===== src/rtl/arb_pkg.sv =====
// Purpose: Shared constants and types of the channel arbiter and its adapter end
// Assumes: core_clk at 100 MHz
// Notes:   Register offsets are byte addresses on the APB side
package arb_pkg;

  // ==========================================================================
  // Clock and timing
  localparam int unsigned CLK_NS        = 10;
  localparam int unsigned ARB_MIN_NS    = 300;
  localparam int unsigned ARB_EXT_NS    = 600;
  localparam int unsigned ARB_MIN_CYC   = (ARB_MIN_NS + CLK_NS - 1) / CLK_NS;
  localparam int unsigned ARB_EXT_CYC   = (ARB_EXT_NS + CLK_NS - 1) / CLK_NS;
  localparam int unsigned BUS_TMO_NS    = 7800;
  localparam int unsigned BUS_TMO_CYC   = BUS_TMO_NS / CLK_NS;
  localparam int unsigned CHRST_NS      = 1000;
  localparam int unsigned CHRST_CYC     = (CHRST_NS + CLK_NS - 1) / CLK_NS;
  localparam int unsigned ID_WIN_PWR_MS = 1000;
  localparam int unsigned ID_WIN_SFT_MS = 740;
  localparam int unsigned ID_WIN_PWR_CYC = ID_WIN_PWR_MS * (1000000 / CLK_NS);
  localparam int unsigned ID_WIN_SFT_CYC = ID_WIN_SFT_MS * (1000000 / CLK_NS);
  localparam int unsigned ADP_READY_CYC = 1000;

  // ==========================================================================
  // Register map
  localparam logic [11:0] ADDR_CTRL  = 12'h090;
  localparam logic [11:0] ADDR_ISTS  = 12'h094;
  localparam logic [11:0] ADDR_ICLR  = 12'h098;
  localparam logic [11:0] ADDR_IEN   = 12'h09c;
  localparam logic [11:0] ADDR_CHRST = 12'h0a0;

  localparam int unsigned CTRL_CPU_EN = 7;
  localparam int unsigned CTRL_FORCE  = 6;
  localparam int unsigned CTRL_EXT    = 5;
  localparam int unsigned CTRL_NMI    = 6;
  localparam int unsigned CTRL_TMO    = 5;
  localparam int unsigned CHRST_GO    = 0;
  localparam int unsigned CHRST_PWR   = 1;

  localparam int unsigned IRQ_TMO  = 0;
  localparam int unsigned IRQ_NMI  = 1;
  localparam int unsigned IRQ_DEF  = 2;
  localparam int unsigned IRQ_CHK  = 3;
  localparam int unsigned IRQ_W    = 4;

  localparam int unsigned LVL_N    = 16;
  localparam logic [15:0] ID_NOT_READY = 16'h0000;

  typedef enum logic [1:0] {ST_CPU, ST_ARB, ST_GRANT} arb_state_t;

endpackage : arb_pkg


===== src/rtl/chan_if.sv =====
// Purpose: Channel link between the central arbiter and one adapter
// Assumes: Both ends on core_clk
// Notes:   Arbitration bus reduced to one level per adapter
`timescale 1ns/100ps
interface chan_if;
  logic        preempt;
  logic [3:0]  arb_lvl;
  logic        arb_gnt;
  logic [3:0]  grant_lvl;
  logic        chan_reset;
  logic [15:0] card_id;
  logic        chan_chk;

  modport central (
    output arb_gnt, grant_lvl, chan_reset,
    input  preempt, arb_lvl, card_id, chan_chk
  );
  modport adapter (
    input  arb_gnt, grant_lvl, chan_reset,
    output preempt, arb_lvl, card_id, chan_chk
  );
endinterface : chan_if


===== src/rtl/chan_arbiter.sv =====
// Purpose: Central arbitration control point with APB register access
// Assumes: Lowest level number wins; all inputs synchronous to core_clk
// Notes:   Read data is latched in the APB setup cycle
// Function
// (RQ1) Grant channel to one of 16 levels
// (RQ2) Control register decoded at 0x90
// (RQ3) Bit 7 write enables processor during arbitration
// (RQ4) Bit 7 read mirrors processor enable
// (RQ5) Bit 6 write forces arbitration state
// (RQ6) Bit 6 read shows NMI masked arbitration
// (RQ7) Software forces arbitration only for diagnostics
// (RQ8) Bit 5 stretches minimum arbitration 300->600 ns
// (RQ9) Bit 5 read shows timeout, clears bit 6
// (RQ10) Software writes bits 4..0 as zero
// (RQ11) Bits 3..0 read last granted level
// (RQ12) Not-ready ID allowed 1 s after power reset
// (RQ13) Soft channel reset shrinks window to 740 ms
// (RQ14) Adapters report faults by asynchronous check
// (RQ15) Capture winning level at end of grant
`timescale 1ns/100ps
module chan_arbiter
  import arb_pkg::*;
#(
  parameter int unsigned WIN_PWR_CYC = ID_WIN_PWR_CYC,
  parameter int unsigned WIN_SFT_CYC = ID_WIN_SFT_CYC
) (
  input  wire logic        core_clk,
  input  wire logic        srst,
  input  wire logic        psel,
  input  wire logic        penable,
  input  wire logic        pwrite,
  input  wire logic [11:0] paddr,
  input  wire logic [31:0] pwdata,
  output logic [31:0]      prdata,
  output logic             pready,
  output logic             pslverr,
  chan_if.central          link,
  input  wire logic [15:0] local_req,
  input  wire logic        nmi,
  output logic             cpu_cycle_ok,
  output logic             card_defective,
  output logic             irq
);

  typedef struct packed {
    arb_state_t        st;
    logic [7:0]        arb_cnt;
    logic [15:0]       tmo_cnt;
    logic [3:0]        owner;
    logic [3:0]        last_lvl;
    logic              cpu_en;
    logic              force_arb;
    logic              ext_arb;
    logic              nmi_mask;
    logic              tmo;
    logic [IRQ_W-1:0]  ists;
    logic [IRQ_W-1:0]  ien;
    logic              chk_prev;
    logic [7:0]        rst_cnt;
    logic              rst_on;
    logic              win_on;
    logic              win_pwr;
    logic [31:0]       win_cnt;
    logic              defect;
    logic [31:0]       rdata;
  } arb_regs_t;

  arb_regs_t s_q;
  arb_regs_t s_d;

  // ==========================================================================
  // Helpers
  function automatic logic mapped(input logic [11:0] a);
    return (a == ADDR_CTRL) || (a == ADDR_ISTS) || (a == ADDR_ICLR) ||
           (a == ADDR_IEN) || (a == ADDR_CHRST);
  endfunction : mapped

  function automatic logic [3:0] pick_lvl(input logic [15:0] r);
    logic [3:0] w;
    w = 4'h0;
    for (int i = LVL_N - 1; i >= 0; i--) begin
      if (r[i]) w = 4'(i);
    end
    return w;
  endfunction : pick_lvl

  logic [15:0] req;
  logic        any_req;
  logic        hold_arb;
  logic [7:0]  min_cyc;
  logic        wr;
  logic        rd;
  logic [31:0] win_lim;

  // ==========================================================================
  // Request gathering
  always_comb begin
    req = local_req;
    if (link.preempt) req[link.arb_lvl] = 1'b1; // [RQ1]
  end

  assign any_req  = |req;
  assign hold_arb = s_q.force_arb | s_q.nmi_mask; // [RQ5]
  assign min_cyc  = s_q.ext_arb ? 8'(ARB_EXT_CYC) : 8'(ARB_MIN_CYC); // [RQ8]
  assign wr       = psel & penable & pwrite;
  assign rd       = psel & penable & ~pwrite;
  assign win_lim  = s_q.win_pwr ? 32'(WIN_PWR_CYC) : 32'(WIN_SFT_CYC); // [RQ12] [RQ13]

  // ==========================================================================
  // Next state
  always_comb begin
    s_d = s_q;
    s_d.chk_prev = link.chan_chk;

    // Read data is taken in the setup cycle
    if (psel && !penable) begin
      unique case (paddr)
        ADDR_CTRL: s_d.rdata = {24'h0, s_q.cpu_en, s_q.nmi_mask, // [RQ4] [RQ6]
                                s_q.tmo, 1'b0, s_q.last_lvl}; // [RQ9] [RQ11]
        ADDR_ISTS:  s_d.rdata = {28'h0, s_q.ists};
        ADDR_IEN:   s_d.rdata = {28'h0, s_q.ien};
        ADDR_CHRST: s_d.rdata = {30'h0, s_q.defect, s_q.win_on | s_q.rst_on};
        default:    s_d.rdata = 32'h0;
      endcase
    end

    // Reading the timeout as one releases the forced state
    if (rd && paddr == ADDR_CTRL && s_q.rdata[CTRL_TMO]) begin
      s_d.force_arb = 1'b0; // [RQ9]
      s_d.tmo       = 1'b0;
    end

    if (wr) begin
      case (paddr)
        ADDR_CTRL: begin // [RQ2]
          // Bits 4..0 carry no meaning on write
          s_d.cpu_en    = pwdata[CTRL_CPU_EN]; // [RQ3] [RQ10]
          s_d.force_arb = pwdata[CTRL_FORCE]; // [RQ5]
          s_d.ext_arb   = pwdata[CTRL_EXT]; // [RQ8]
          if (!pwdata[CTRL_FORCE]) s_d.nmi_mask = 1'b0;
        end
        ADDR_ICLR: s_d.ists = s_q.ists & ~pwdata[IRQ_W-1:0];
        ADDR_IEN:  s_d.ien = pwdata[IRQ_W-1:0];
        ADDR_CHRST: begin
          if (pwdata[CHRST_GO]) begin
            s_d.rst_on  = 1'b1;
            s_d.rst_cnt = 8'(CHRST_CYC);
            s_d.win_on  = 1'b0;
            s_d.win_pwr = pwdata[CHRST_PWR]; // [RQ13]
            s_d.defect  = 1'b0;
          end
        end
        default: ;
      endcase
    end

    // Arbitration state machine
    case (s_q.st)
      ST_CPU: begin
        s_d.arb_cnt = 8'h0;
        if (hold_arb || any_req) s_d.st = ST_ARB;
      end
      ST_ARB: begin
        if (s_q.arb_cnt < min_cyc) s_d.arb_cnt = s_q.arb_cnt + 8'h1; // [RQ8]
        if (!hold_arb && s_q.arb_cnt >= min_cyc - 8'h1) begin
          if (any_req) begin
            s_d.st      = ST_GRANT;
            s_d.owner   = pick_lvl(req); // [RQ1]
            s_d.tmo_cnt = 16'h0;
          end else begin
            s_d.st = ST_CPU;
          end
        end
      end
      ST_GRANT: begin
        s_d.tmo_cnt = s_q.tmo_cnt + 16'h1;
        if (!req[s_q.owner] || hold_arb || s_q.tmo_cnt == 16'(BUS_TMO_CYC - 1)) begin
          s_d.st       = ST_ARB;
          s_d.arb_cnt  = 8'h0;
          s_d.last_lvl = s_q.owner; // [RQ15] [RQ11]
          if (req[s_q.owner] && !hold_arb) begin
            s_d.tmo           = 1'b1; // [RQ9]
            s_d.ists[IRQ_TMO] = 1'b1;
          end
        end
      end
      default: s_d.st = ST_CPU;
    endcase

    // Channel reset pulse, then the not-ready ID window
    if (s_q.rst_on) begin
      if (s_q.rst_cnt <= 8'h1) begin
        s_d.rst_on  = 1'b0;
        s_d.win_on  = 1'b1;
        s_d.win_cnt = 32'h0;
      end else begin
        s_d.rst_cnt = s_q.rst_cnt - 8'h1;
      end
    end else if (s_q.win_on) begin
      if (link.card_id != ID_NOT_READY) begin
        s_d.win_on = 1'b0; // [RQ12]
      end else if (s_q.win_cnt >= win_lim - 32'h1) begin
        s_d.win_on        = 1'b0;
        s_d.defect        = 1'b1; // [RQ12] [RQ13]
        s_d.ists[IRQ_DEF] = 1'b1;
      end else begin
        s_d.win_cnt = s_q.win_cnt + 32'h1;
      end
    end

    // Events win over a clear in the same cycle
    if (nmi) begin
      s_d.nmi_mask      = 1'b1; // [RQ6]
      s_d.ists[IRQ_NMI] = 1'b1;
    end
    if (link.chan_chk && !s_q.chk_prev) s_d.ists[IRQ_CHK] = 1'b1; // [RQ14]
  end

  // ==========================================================================
  // State register
  always_ff @(posedge core_clk) begin
    if (srst) begin
      s_q    <= '0; // [RQ3] [RQ5] [RQ8]
      s_q.st <= ST_CPU;
    end else begin
      s_q <= s_d;
    end
  end

  // ==========================================================================
  // Outputs
  assign prdata          = s_q.rdata;
  assign pready          = psel & penable;
  assign pslverr         = psel & penable & ~mapped(paddr); // [RQ2]
  assign link.arb_gnt    = (s_q.st != ST_GRANT);
  assign link.grant_lvl  = s_q.owner;
  assign link.chan_reset = s_q.rst_on;
  assign cpu_cycle_ok    = (s_q.st == ST_CPU) ||
                           (s_q.st == ST_ARB && s_q.cpu_en); // [RQ3]
  assign card_defective  = s_q.defect;
  assign irq             = |(s_q.ists & s_q.ien);

endmodule : chan_arbiter


===== src/flat_wrapper.sv =====
// flat-port wrapper written by rule: the top's interface ports become plain ports
module chan_arbiter_flat import arb_pkg::*;
#(
  parameter int unsigned WIN_PWR_CYC = ID_WIN_PWR_CYC,
  parameter int unsigned WIN_SFT_CYC = ID_WIN_SFT_CYC
)
  (core_clk, srst, psel, penable, pwrite, paddr, pwdata, prdata, pready, pslverr, local_req, nmi, cpu_cycle_ok, card_defective, irq, link_arb_gnt, link_grant_lvl, link_chan_reset, link_preempt, link_arb_lvl, link_card_id, link_chan_chk);
  chan_if link_i ();
  input  wire logic core_clk;
  input  wire logic srst;
  input  wire logic psel;
  input  wire logic penable;
  input  wire logic pwrite;
  input  wire logic [11:0] paddr;
  input  wire logic [31:0] pwdata;
  output logic [31:0] prdata;
  output logic pready;
  output logic pslverr;
  input  wire logic [15:0] local_req;
  input  wire logic nmi;
  output logic cpu_cycle_ok;
  output logic card_defective;
  output logic irq;
  output wire logic [$bits(link_i.arb_gnt)-1:0] link_arb_gnt;
  output wire logic [$bits(link_i.grant_lvl)-1:0] link_grant_lvl;
  output wire logic [$bits(link_i.chan_reset)-1:0] link_chan_reset;
  input wire logic [$bits(link_i.preempt)-1:0] link_preempt;
  input wire logic [$bits(link_i.arb_lvl)-1:0] link_arb_lvl;
  input wire logic [$bits(link_i.card_id)-1:0] link_card_id;
  input wire logic [$bits(link_i.chan_chk)-1:0] link_chan_chk;
  assign link_arb_gnt = link_i.arb_gnt;
  assign link_grant_lvl = link_i.grant_lvl;
  assign link_chan_reset = link_i.chan_reset;
  assign link_i.preempt = link_preempt;
  assign link_i.arb_lvl = link_arb_lvl;
  assign link_i.card_id = link_card_id;
  assign link_i.chan_chk = link_chan_chk;
  chan_arbiter #(.WIN_PWR_CYC(WIN_PWR_CYC), .WIN_SFT_CYC(WIN_SFT_CYC)) u_core (.core_clk(core_clk), .srst(srst), .psel(psel), .penable(penable), .pwrite(pwrite), .paddr(paddr), .pwdata(pwdata), .prdata(prdata), .pready(pready), .pslverr(pslverr), .link(link_i), .local_req(local_req), .nmi(nmi), .cpu_cycle_ok(cpu_cycle_ok), .card_defective(card_defective), .irq(irq));
endmodule

===== config.mk =====
export PLATFORM = sky130hd
export DESIGN_NAME = chan_arbiter_flat
export DESIGN_NICKNAME = d
export VERILOG_FILES = /design/src/rtl/arb_pkg.sv /design/src/rtl/chan_if.sv /design/src/rtl/chan_arbiter.sv /design/src/flat_wrapper.sv
export SDC_FILE = /design/constraint.sdc
export NUM_CORES = 1
export LEC_CHECK = 0
export ABC_AREA = 1
export BUFFER_PORTS_ARGS = -buffer_cell sky130_fd_sc_hd__buf_2
export CELL_PAD_IN_SITES_DETAIL_PLACEMENT = 0
export CELL_PAD_IN_SITES_GLOBAL_PLACEMENT = 1
export CORE_UTILIZATION = 30
export DETAILED_ROUTE_END_ITERATION = 12
export GPL_ROUTABILITY_DRIVEN = 1
export HOLD_SLACK_MARGIN = 0.1
export PLACE_DENSITY_LB_ADDON = 0.12
export SYNTH_ARGS = -nofsm -noshare
export SYNTH_HDL_FRONTEND = slang
export SYNTH_SLANG_ARGS = --single-unit
export TNS_END_PERCENT = 100

===== constraint.sdc =====
create_clock -name core_clk -period 2.6 [get_ports core_clk]
set_input_delay 0.13 -clock core_clk [delete_from_list [all_inputs] [get_ports core_clk]]
set_output_delay 0.13 -clock core_clk [all_outputs]
set_load 0.01 [all_outputs]

==> metrics.txt, run 1 <==
status=finished clean; Synth Area per Inst=6.84 um^2; Warnings, synthesis=0; PwrDens=422 mW/mm^2; WS Path Type=reg2reg; Int Power=0.00234 W; clock tree from TritonCTS=done; dpl cell area=0.00723 mm^2; drt wl/cell=13.2 um; setup total negative slack=0 ns; multi-input logic area=0.00375 mm^2; full die area=0.0223 mm^2; Switching Share=27.8%; Clock power frac=42.0%; Data arrival, critical path=2.59 ns; flip-flop and latch area=0.00198 mm^2; Setup crit end kind=flop; layout net count=1163; combinational power share=10.4%; port bufs=80; Synth async-reset ratio=0%; Core Footprint=0.0212 mm^2; FF+latch count, synth=99; All-Layer GR Usage=16.6%; number of flops mapped to enable cells by yosys=0; Seq/Total Area, Yosys=30.4%; # IOs=131; pin count of the biggest net entering global routing=39; share of cells above drive strength 1=18.0%; GRT Residual Overflow=0; commonest non-fill, non-tap cell in the layout=nand2_1; leakage=2.99 nW; drt first pass iters=4; CTS clk-pin slew, worst paths=0.08 ns; Final Hold Viols=0; Final Cycle Share=91.0%; crit-path max FO=14; CTS buffer count=9; Routed WL=17600 um; Max IR drop VDD=0.000269 V; CP startpoint kind=flop; Initial DRC Count=246; Final setup viols=0; hpwl dp=13600 um; number of remaining DRC errors=0; die height=149 um; clock sink count=99; Root Driver=clkbuf_16; DIE WIDTH=149 um; initial antenna violation count=0; Worst-Margin Slew=0.733 ns; vias per cell=4.64; num rows=53; post-route design area=0.00766 mm^2; RePlAce Congestion=0.823; Fmax=423 MHz; min Tclk post-route=2.37 ns; H-tree depth=3; Maximum Capacitance Violations=0; Syn Inst Count=951; antenna viol nets, final=0; # diodes=0; first-pass GRT wire length=29300 um; vias in the first global route=5945; # fillers=2319; library cells used by synthesis=56; Initial Util=30.8%; Max transition margin=51.0%; worst hold path class=in2reg; Clock Skews=0.0121 ns; Clock Path Buffers=2; mapped cell area=0.00651 mm^2; Clock Latency Late Sink=0.36 ns; Crit path required time=2.82 ns; max-slew violations=0; fraction of power consumed by sequential logic=47.6%; Net Switching=0.000898 W; RSZ-0062 raised after global routing=false; most common flop cell mapped by yosys=dfxtp_1; vias post-DR=6174; most frequent cells in the layout=nand2_1 (165), inv_1 (120), nor2_1 (101); worst hold slack=0.101 ns; P&R area growth vs syn=17.7%
-- stage by stage --
stage | power [W] | cells | setup WS [ns] | utilization [%]
after global routing | 0.00342 | 1331 | 0.0214 | 36.2
after floorplan | 0.00181 | 975 | 0.500 | -
after global placement | 0.00189 | 1302 | 0.240 | 34.2
after detailed placement | 0.00189 | 1302 | 0.217 | 34.2
final | 0.00323 | 1331 | 0.234 | 36.2
after CTS | 0.00329 | 1327 | 0.214 | 36.0
-- layer usage --
| metal | vias up | share of wire, % | global-route usage (%) |
|---|---|---|---|
| li1 | 3308 | - | - |
| met1 | 2781 | 49 | 21.5 |
| met2 | 72 | 47 | 28.1 |
| met3 | 13 | 2.7 | 2.87 |
| met4 | 0 | 1.3 | 4.74 |
| met5 | - | 0 | 0 |
-- power by group through the flow --
stage / registers [W] / logic [W] / clock network (W)
4_1_cts: 0.00154 / 0.000329 / 0.00142
5_1_grt: 0.00154 / 0.000377 / 0.00150
3_5_place_dp: 0.00158 / 0.000317 / 0
3_3_place_gp: 0.00158 / 0.000317 / 0
6_report: 0.00154 / 0.000335 / 0.00136
2_1_floorplan: 0.00157 / 0.000236 / 0
-- critical path, stage by stage, from the launching register on --
cell	delay, ns
dfxtp_1	0.33
inv_1	0.12
ha_1	0.32
nand2_1	0.06
nor3_1	0.20
nand4_1	0.11
o21ai_0	0.25
nand2_1	0.09
nand2_1	0.09
o21ai_1	0.09
nand2_2	0.12
buf_4	0.21
o21ai_0	0.08
nor3b_2	0.15
-- synth_stat cells, types with 3 or more instances --
library cell	number	area, um^2
nor2_2	6	37.5
buf_4	36	270
a21oi_2	6	52.6
inv_2	5	18.8
nand2_2	9	56.3
nor3_1	42	210
a31oi_1	5	31.3
buf_2	7	35.0
a21oi_1	78	390
o211ai_1	5	37.5
o21ai_1	6	30.0
nand3_1	45	225
o31ai_1	3	22.5
o21bai_2	6	67.6
xor2_1	16	140
nor2_1	101	379
nand4_1	25	156
nor4_1	17	106
nor3b_1	6	45.0
o22ai_1	5	31.3
o21bai_1	3	22.5
a211oi_1	4	30.0
xnor2_1	9	78.8
clkbuf_1	13	48.8
nand3_2	4	40.0
o221ai_1	3	26.3
o21ai_2	7	61.3
o21ai_0	41	205
dfxtp_1	99	1980
nand2_1	165	619
buf_1	3	11.3
inv_1	120	450
ha_1	24	300
-- logic make-up after synthesis --
| group | Yosys count | synth area share (%) |
|---|---|---|
| adders and majority gates | 24 | 4.61 |
| and+or+nand+nor | 434 | 31.2 |
| AOI/OAI and AO/OA | 181 | 16.9 |
| other | 1 | 0.0576 |
| xor gates and xnor gates | 25 | 3.36 |
| buffers and inverters | 187 | 13.4 |
| DFF | 99 | 30.4 |
-- sequential cells by signal, indices dropped and copies added, names as in the netlist --
name                    count
u_core.card_defective       1
u_core.prdata               7
u_core.link.chan_reset      1
u_core.link.grant_lvl       4
u_core.s_q                 86
-- area by class of cell --
class                      count  area share (%)
multi-input combinational    689            49.0
sequential                    99            25.9
timing repair buffer         125            10.4
inverter                     127            6.39
tap                          275            4.49
clock buffer                   9            2.94
clock inverter                 7           0.915
-- timing repair --
item,in CTS,in global routing
gates resized for setup,0,1
hold buffers,9,0
hold endpoints to repair,12,0
setup buffers,0,4
endpoints found under the setup margin,0,9
-- worst paths after layout --
check	start	to	slack, ns	cells after the start
max	u_core.s_q[65]	u_core.s_q[56]	0.23	13
min	srst	u_core.s_q[69]	0.10	2
max reg2reg	u_core.s_q[65]	u_core.s_q[56]	0.23	13
min reg2reg	u_core.s_q[76]	u_core.s_q[84]	0.43	1
No activity file was read; power rests on OpenSTA's default activity.
==> run 2, diff against run 1 <==
--- a/config.mk
+++ b/config.mk
@@ -5,7 +5,6 @@
 export SDC_FILE = /design/constraint.sdc
 export NUM_CORES = 1
 export LEC_CHECK = 0
-export ABC_AREA = 1
 export BUFFER_PORTS_ARGS = -buffer_cell sky130_fd_sc_hd__buf_2
 export CELL_PAD_IN_SITES_DETAIL_PLACEMENT = 0
 export CELL_PAD_IN_SITES_GLOBAL_PLACEMENT = 1
@@ -14,6 +13,7 @@
 export GPL_ROUTABILITY_DRIVEN = 1
 export HOLD_SLACK_MARGIN = 0.1
 export PLACE_DENSITY_LB_ADDON = 0.12
+export SLEW_MARGIN = 20
 export SYNTH_ARGS = -nofsm -noshare
 export SYNTH_HDL_FRONTEND = slang
 export SYNTH_SLANG_ARGS = --single-unit
==> metrics.txt, run 2 <==
worst hold slack=0.108 ns (+0.00721 ns); Crit path required time=2.89 ns (+0.07 ns); num rows=50 (-5.7%); CTS clk-pin slew, worst paths=0.07 ns (about the same); crit-path max FO=8 (-6); port bufs=80 (unchanged); Yosys top cell area share=34.1% (+3.7 points); Seq/Total Area, Yosys=34.1% (+3.7 points); most used cell along the critical path=a21o_1; # IOs=131 (unchanged); Core Footprint=0.0188 mm^2 (-11%); Biggest register=u_core.s_q; Setup crit end kind=flop; All-Layer GR Usage=15.8% (-0.81 points); initial antenna violation count=0 (unchanged); worst hold path class=in2reg; Setup WS post-layout=0.0567 ns (-0.177 ns); status=finished clean; delay-heaviest family, CP=compound AO/OA/AOI/OAI gates; CP startpoint kind=flop; min Tclk post-route=2.54 ns (+0.177 ns); library cells used by synthesis=65 (+16%); mapped cell area=0.00581 mm^2 (-11%); setup total negative slack=0 ns (unchanged); drt first pass iters=7 (+3); share of cells above drive strength 1=21.7% (+3.7 points); full die area=0.0199 mm^2 (-11%); Clock Latency Late Sink=0.35 ns (about the same); RSZ-0062 raised after global routing=true; H-tree depth=3 (unchanged); Warnings, synthesis=0 (unchanged); max-slew violations=0 (unchanged); Initial Util=30.8% (+0.069 points); Fmax=393 MHz (-7.0%); Bufs and invs on worst path=3 (+1); hpwl dp=11500 um (-16%); FF+latch count, synth=99 (unchanged); largest cells by area after synthesis=dfxtp_1 (34%), a21oi_1 (5.7%), ha_1 (5.2%); RePlAce Congestion=0.825 (+0.23%); Final Cycle Share=97.8% (+6.8 points); leakage=2.85 nW (-4.8%); drt wl/cell=13.8 um (+4.5%); Final Hold Viols=0 (unchanged); GRT Residual Overflow=0 (unchanged); Clock Skews=0.00771 ns (-0.00439 ns); critical path's slowest cell=dfxtp_2; count leader, synth=dfxtp_1; # diodes=0 (unchanged); Max transition margin=63.8% (+13 points); Synth async-reset ratio=0% (unchanged); Synth area leader=dfxtp_1; antenna viol nets, final=0 (unchanged); P&R area growth vs syn=22.4%; Commonest cells post-synth=dfxtp_1 (99), nor2_1 (78), a21oi_1 (66), nand2_1 (60); clock sink count=99 (unchanged); Final setup viols=0 (unchanged); Root Driver=clkbuf_16; Max stage delay on crit path=0.35 ns (+0.02 ns); Maximum Capacitance Violations=0 (unchanged); number of remaining DRC errors=0 (unchanged); first-pass GRT wire length=25300 um (-13%); PwrDens=451 mW/mm^2 (+6.9%); clock tree from TritonCTS=done; max FFs per register=86 (unchanged); Clock Path Buffers=2 (unchanged); Place WS=-0.0802 ns (-0.297 ns); Max IR drop VDD=0.000294 V (+9.2%); total power=0.00320 W (-0.89%); Synth Area per Inst=8.10 um^2 (+18%); most frequent cells in the layout=dfxtp_1 (97), buf_2 (80), nor2_1 (78); layout net count=938 (-19%); die height=141 um (-5.5%); vias post-DR=5363 (-13%); Routed WL=15100 um (-14%); most common flop cell mapped by yosys=dfxtp_1; commonest non-fill, non-tap cell in the layout=dfxtp_1; CTS buffer count=9 (unchanged); Syn Inst Count=717 (-25%); Data arrival, critical path=2.83 ns (+0.24 ns); Initial DRC Count=199 (-19%); Final Core Density=37.7% (+1.5 points); vias per cell=4.92 (+6.0%); WS Path Type=reg2reg; vias in the first global route=5278 (-11%); pin count of the biggest net entering global routing=48 (+23%); DIE WIDTH=141 um (-5.5%); Worst-Margin Slew=0.542 ns (-0.191 ns); number of flops mapped to enable cells by yosys=0 (unchanged); CP Cell Sequence=inv_4, buf_4, ha_4, a21o_1, a21o_1, a21oi_2, o211ai_1, o21ai_4, nand4_1, buf_6, or3_1, a21oi_1
==> run 2: cell count changes after synthesis, moves of 15 or more <==
cell	delta
or3_1	+18
nand2_1	-105
inv_1	-101
nor3_1	-26
nor2_1	-23
and3_1	+15
mux2i_1	+15
==> run 2: timing repair <==
action / 4_1_cts / 5_1_grt
setup buffers: 2 / 1
pin swaps: 10 / 16
endpoints found under the setup margin: 14 / 22
resized for setup: 12 / 10
endpoints found under the hold margin: 11 / 0
hold buffers: 8 / 0
==> run 2: path summary, 6_finish.rpt <==
check                 startpoint             end  slack (ns)  cells past startpoint
setup / recovery  u_core.s_q[65]  u_core.s_q[56]        0.06                     12
hold / removal         pwdata[1]  u_core.s_q[78]        0.11                      3
setup reg to reg  u_core.s_q[65]  u_core.s_q[56]        0.06                     12
hold reg to reg   u_core.s_q[61]  u_core.s_q[61]        0.46                      1
==> run 2: kinds of logic after synthesis <==
kind of cell,after synthesis,synth area share [%]
multiplexers,23,5.11
flip-flops,99,34.1
AO/OA/AOI/OAI,170,18.3
other,1,0.0646
XOR/XNOR,22,3.32
adder cells (fa/ha/maj),24,5.17
AND/OR/NAND/NOR,298,26.3
buffers and inverters,80,7.67
==> run 2: stage by stage <==
stage                     instances  cell area [um^2]
after floorplan                 741              5910
after global routing           1091              7110
after detailed placement       1064              6590
final                          1091              7110
after global placement         1064              6590
after CTS                      1090              7050
==> run 2: final cells by class <==
class,instances,area [um^2]
fill,2010,11700
multi-input combinational,562,3570
sequential,99,1980
timing repair buffer,135,848
tap,260,325
clock buffer,10,239
inverter,19,73.8
clock inverter,6,62.6
==> run 2: power by group <==
part           leakage (nW)  switching, W  internal (W)
Combinational          1.89      0.000171      0.000119
Clock                 0.153      0.000605      0.000773
Sequential            0.800     0.0000113       0.00153
Total                  2.85      0.000787       0.00242
==> run 2: metal layers <==
layer	vias up	global-route usage, %	share of wire (%)
li1	2733	-	-
met5	-	0	0
met1	2542	20.9	49
met4	0	5.03	1.2
met3	11	2.82	3.2
met2	77	26.1	46
==> run 2: tightest hold or removal path, cell delays in order <==
cell and delay [ns]:
buf_2 0.14, mux2i_1 0.08, nor2_1 0.07
==> run 3, diff against run 2 <==
--- a/config.mk
+++ b/config.mk
@@ -12,7 +12,7 @@
 export DETAILED_ROUTE_END_ITERATION = 12
 export GPL_ROUTABILITY_DRIVEN = 1
 export HOLD_SLACK_MARGIN = 0.1
-export PLACE_DENSITY_LB_ADDON = 0.12
+export PLACE_DENSITY = 0.71
 export SLEW_MARGIN = 20
 export SYNTH_ARGS = -nofsm -noshare
 export SYNTH_HDL_FRONTEND = slang
==> constraint.sdc (replaced) <==
create_clock -name core_clk -period 2.4 [get_ports core_clk]
set_input_delay 0.12 -clock core_clk [delete_from_list [all_inputs] [get_ports core_clk]]
set_output_delay 0.12 -clock core_clk [all_outputs]
set_load 0.01 [all_outputs]
==> metrics.txt, run 3 (synthesis gave the netlist of run 2 again) <==
status=finished, violations left; failing checks=negative setup slack; RePlAce Congestion=0.848 (+2.8%); critical path's slowest cell=or3_1; Biggest register=u_core.s_q; Routed WL=14900 um (-1.1%); Final Cycle Share=105% (+6.9 points); CTS clk-pin slew, worst paths=0.07 ns (about the same); Clock Latency Late Sink=0.35 ns (about the same); Clock Skews=0.00764 ns (-0.0000684 ns); max FFs per register=86 (unchanged); port bufs=80 (unchanged); Max stage delay on crit path=0.37 ns (+0.02 ns); total power=0.00354 W (+11%); delay-heaviest family, CP=compound AO/OA/AOI/OAI gates; number of remaining DRC errors=0 (unchanged); min Tclk post-route=2.51 ns (-0.0309 ns); combinational power share=10.0% (+1.0 points); Int Power=0.00268 W (+11%); Data arrival, critical path=2.79 ns (-0.04 ns); Clock Path Buffers=2 (unchanged); clock sink count=99 (unchanged); first-pass GRT wire length=24400 um (-3.8%); vias per cell=4.82 (-2.0%); Initial DRC Count=187 (-6.0%); CP Cell Sequence=inv_6, ha_4, nor2b_4, a211o_1, a211oi_2, o211ai_1, o21ai_4, buf_4, nand3_1, or3_1, a21oi_1; most frequent cells in the layout=dfxtp_1 (97), buf_2 (80), buf_4 (80); H-tree depth=3 (unchanged); CTS buffer count=9 (unchanged); Initial Util=30.8% (unchanged); vias in the first global route=5166 (-2.1%); antenna viol nets, final=0 (unchanged); vias post-DR=5449 (+1.6%); Crit path required time=2.68 ns (-0.21 ns); WS Path Type=reg2reg; max-slew violations=0 (unchanged); RSZ-0062 raised after global routing=true; Net Switching=0.000862 W (+9.7%); drt wl/cell=13.2 um (-4.6%); share of cells above drive strength 1=25.4% (+3.7 points); CP startpoint kind=flop; leakage=3.04 nW (+6.9%); # IOs=131 (unchanged); full die area=0.0199 mm^2 (unchanged); P&R area growth vs syn=28.4%; Final setup viols=19 (+19); worst hold path class=in2reg; Fmax=398 MHz (+1.2%); die height=141 um (unchanged); pin count of the biggest net entering global routing=25 (-48%); Core Footprint=0.0188 mm^2 (unchanged); commonest non-fill, non-tap cell in the layout=dfxtp_1; GRT Residual Overflow=0 (unchanged); Setup WS post-layout=-0.112 ns (-0.169 ns); dpl cell area=0.00684 mm^2 (+3.8%); All-Layer GR Usage=15.3% (-0.56 points); drt first pass iters=4 (-3); Root Driver=clkbuf_16; Bufs and invs on worst path=2 (-1); setup total negative slack=-1.07 ns (-1.07 ns); num rows=50 (unchanged); fraction of power consumed by sequential logic=47.0% (-1.0 points); clock tree from TritonCTS=done; post-route design area=0.00745 mm^2 (+4.9%); layout net count=978 (+4.3%); Maximum Capacitance Violations=0 (unchanged); crit-path max FO=6 (-2); Final Hold Viols=0 (unchanged); Max IR drop VDD=0.000356 V (+21%); Place WS=-0.133 ns (-0.0526 ns); Clock power frac=43.1% (about the same); # diodes=0 (unchanged); initial antenna violation count=0 (unchanged); PwrDens=475 mW/mm^2 (+5.3%); DIE WIDTH=141 um (unchanged); hpwl dp=11200 um (-2.5%); Setup crit end kind=flop; Switching Share=24.3% (-0.19 points)
==> run 3: timing repair <==
item | in CTS | in global routing
setup endpoints to repair | 26 | 34
hold buffers | 10 | 0
resized for setup | 9 | 15
hold endpoints to repair | 14 | 0
gates cloned | 0 | 1
pin swaps | 5 | 23
buffers inserted | 3 | 9
==> run 3: path summary, 6_finish.rpt <==
check / startpoint / end / slack (ns) / depth (start not counted)
max: u_core.s_q[65] / u_core.s_q[54] / -0.11 / 11
min: penable / u_core.prdata[5] / 0.15 / 4
max reg2reg: u_core.s_q[65] / u_core.s_q[54] / -0.11 / 11
min reg2reg: u_core.s_q[63] / u_core.s_q[63] / 0.45 / 1
==> run 3: area by class of cell <==
class	count	area, um^2
multi-input cells	563	3600
repair buffers	174	1150
clock inverters	5	60.1
flip-flops and latches	99	1990
fillers	1966	11400
clock buffers	11	253
well taps	260	325
inverters	19	76.3
==> run 3: metal layers <==
layer	up-vias	wire [um]	GRT usage [%]
met5	-	0	0
li1	2829	-	-
met1	2533	7100	18.9
met2	76	7200	26.4
met4	0	151	4.18
met3	11	464	3.60
==> run 3: worst reg2reg max path: cells and delay by family (launching register included) <==
| kind | cells | cell delay, ns |
|---|---|---|
| compound gates | 5 | 1.06 |
| simple gates | 3 | 0.62 |
| flops | 1 | 0.36 |
| buf+inv | 2 | 0.22 |
| fa+ha+maj | 1 | 0.19 |
==> run 3: metrics by stage <==
step | util (%) | hold slack (ns) | cells
floorplan | - | 0.237 | 741
global placement | 36.3 | 0.340 | 1092
detailed placement | 36.3 | 0.359 | 1092
CTS | 38.9 | 0.129 | 1121
global route | 39.6 | 0.167 | 1131
finish | 39.6 | 0.147 | 1131
==> run 3: power by group through the flow <==
stage / sequential [W] / combinational, W / clock [W]
final: 0.00166 / 0.000353 / 0.00152
after global routing: 0.00167 / 0.000389 / 0.00165
after CTS: 0.00166 / 0.000333 / 0.00159
after detailed placement: 0.00170 / 0.000316 / 0
after global placement: 0.00170 / 0.000317 / 0
after floorplan: 0.00170 / 0.000204 / 0
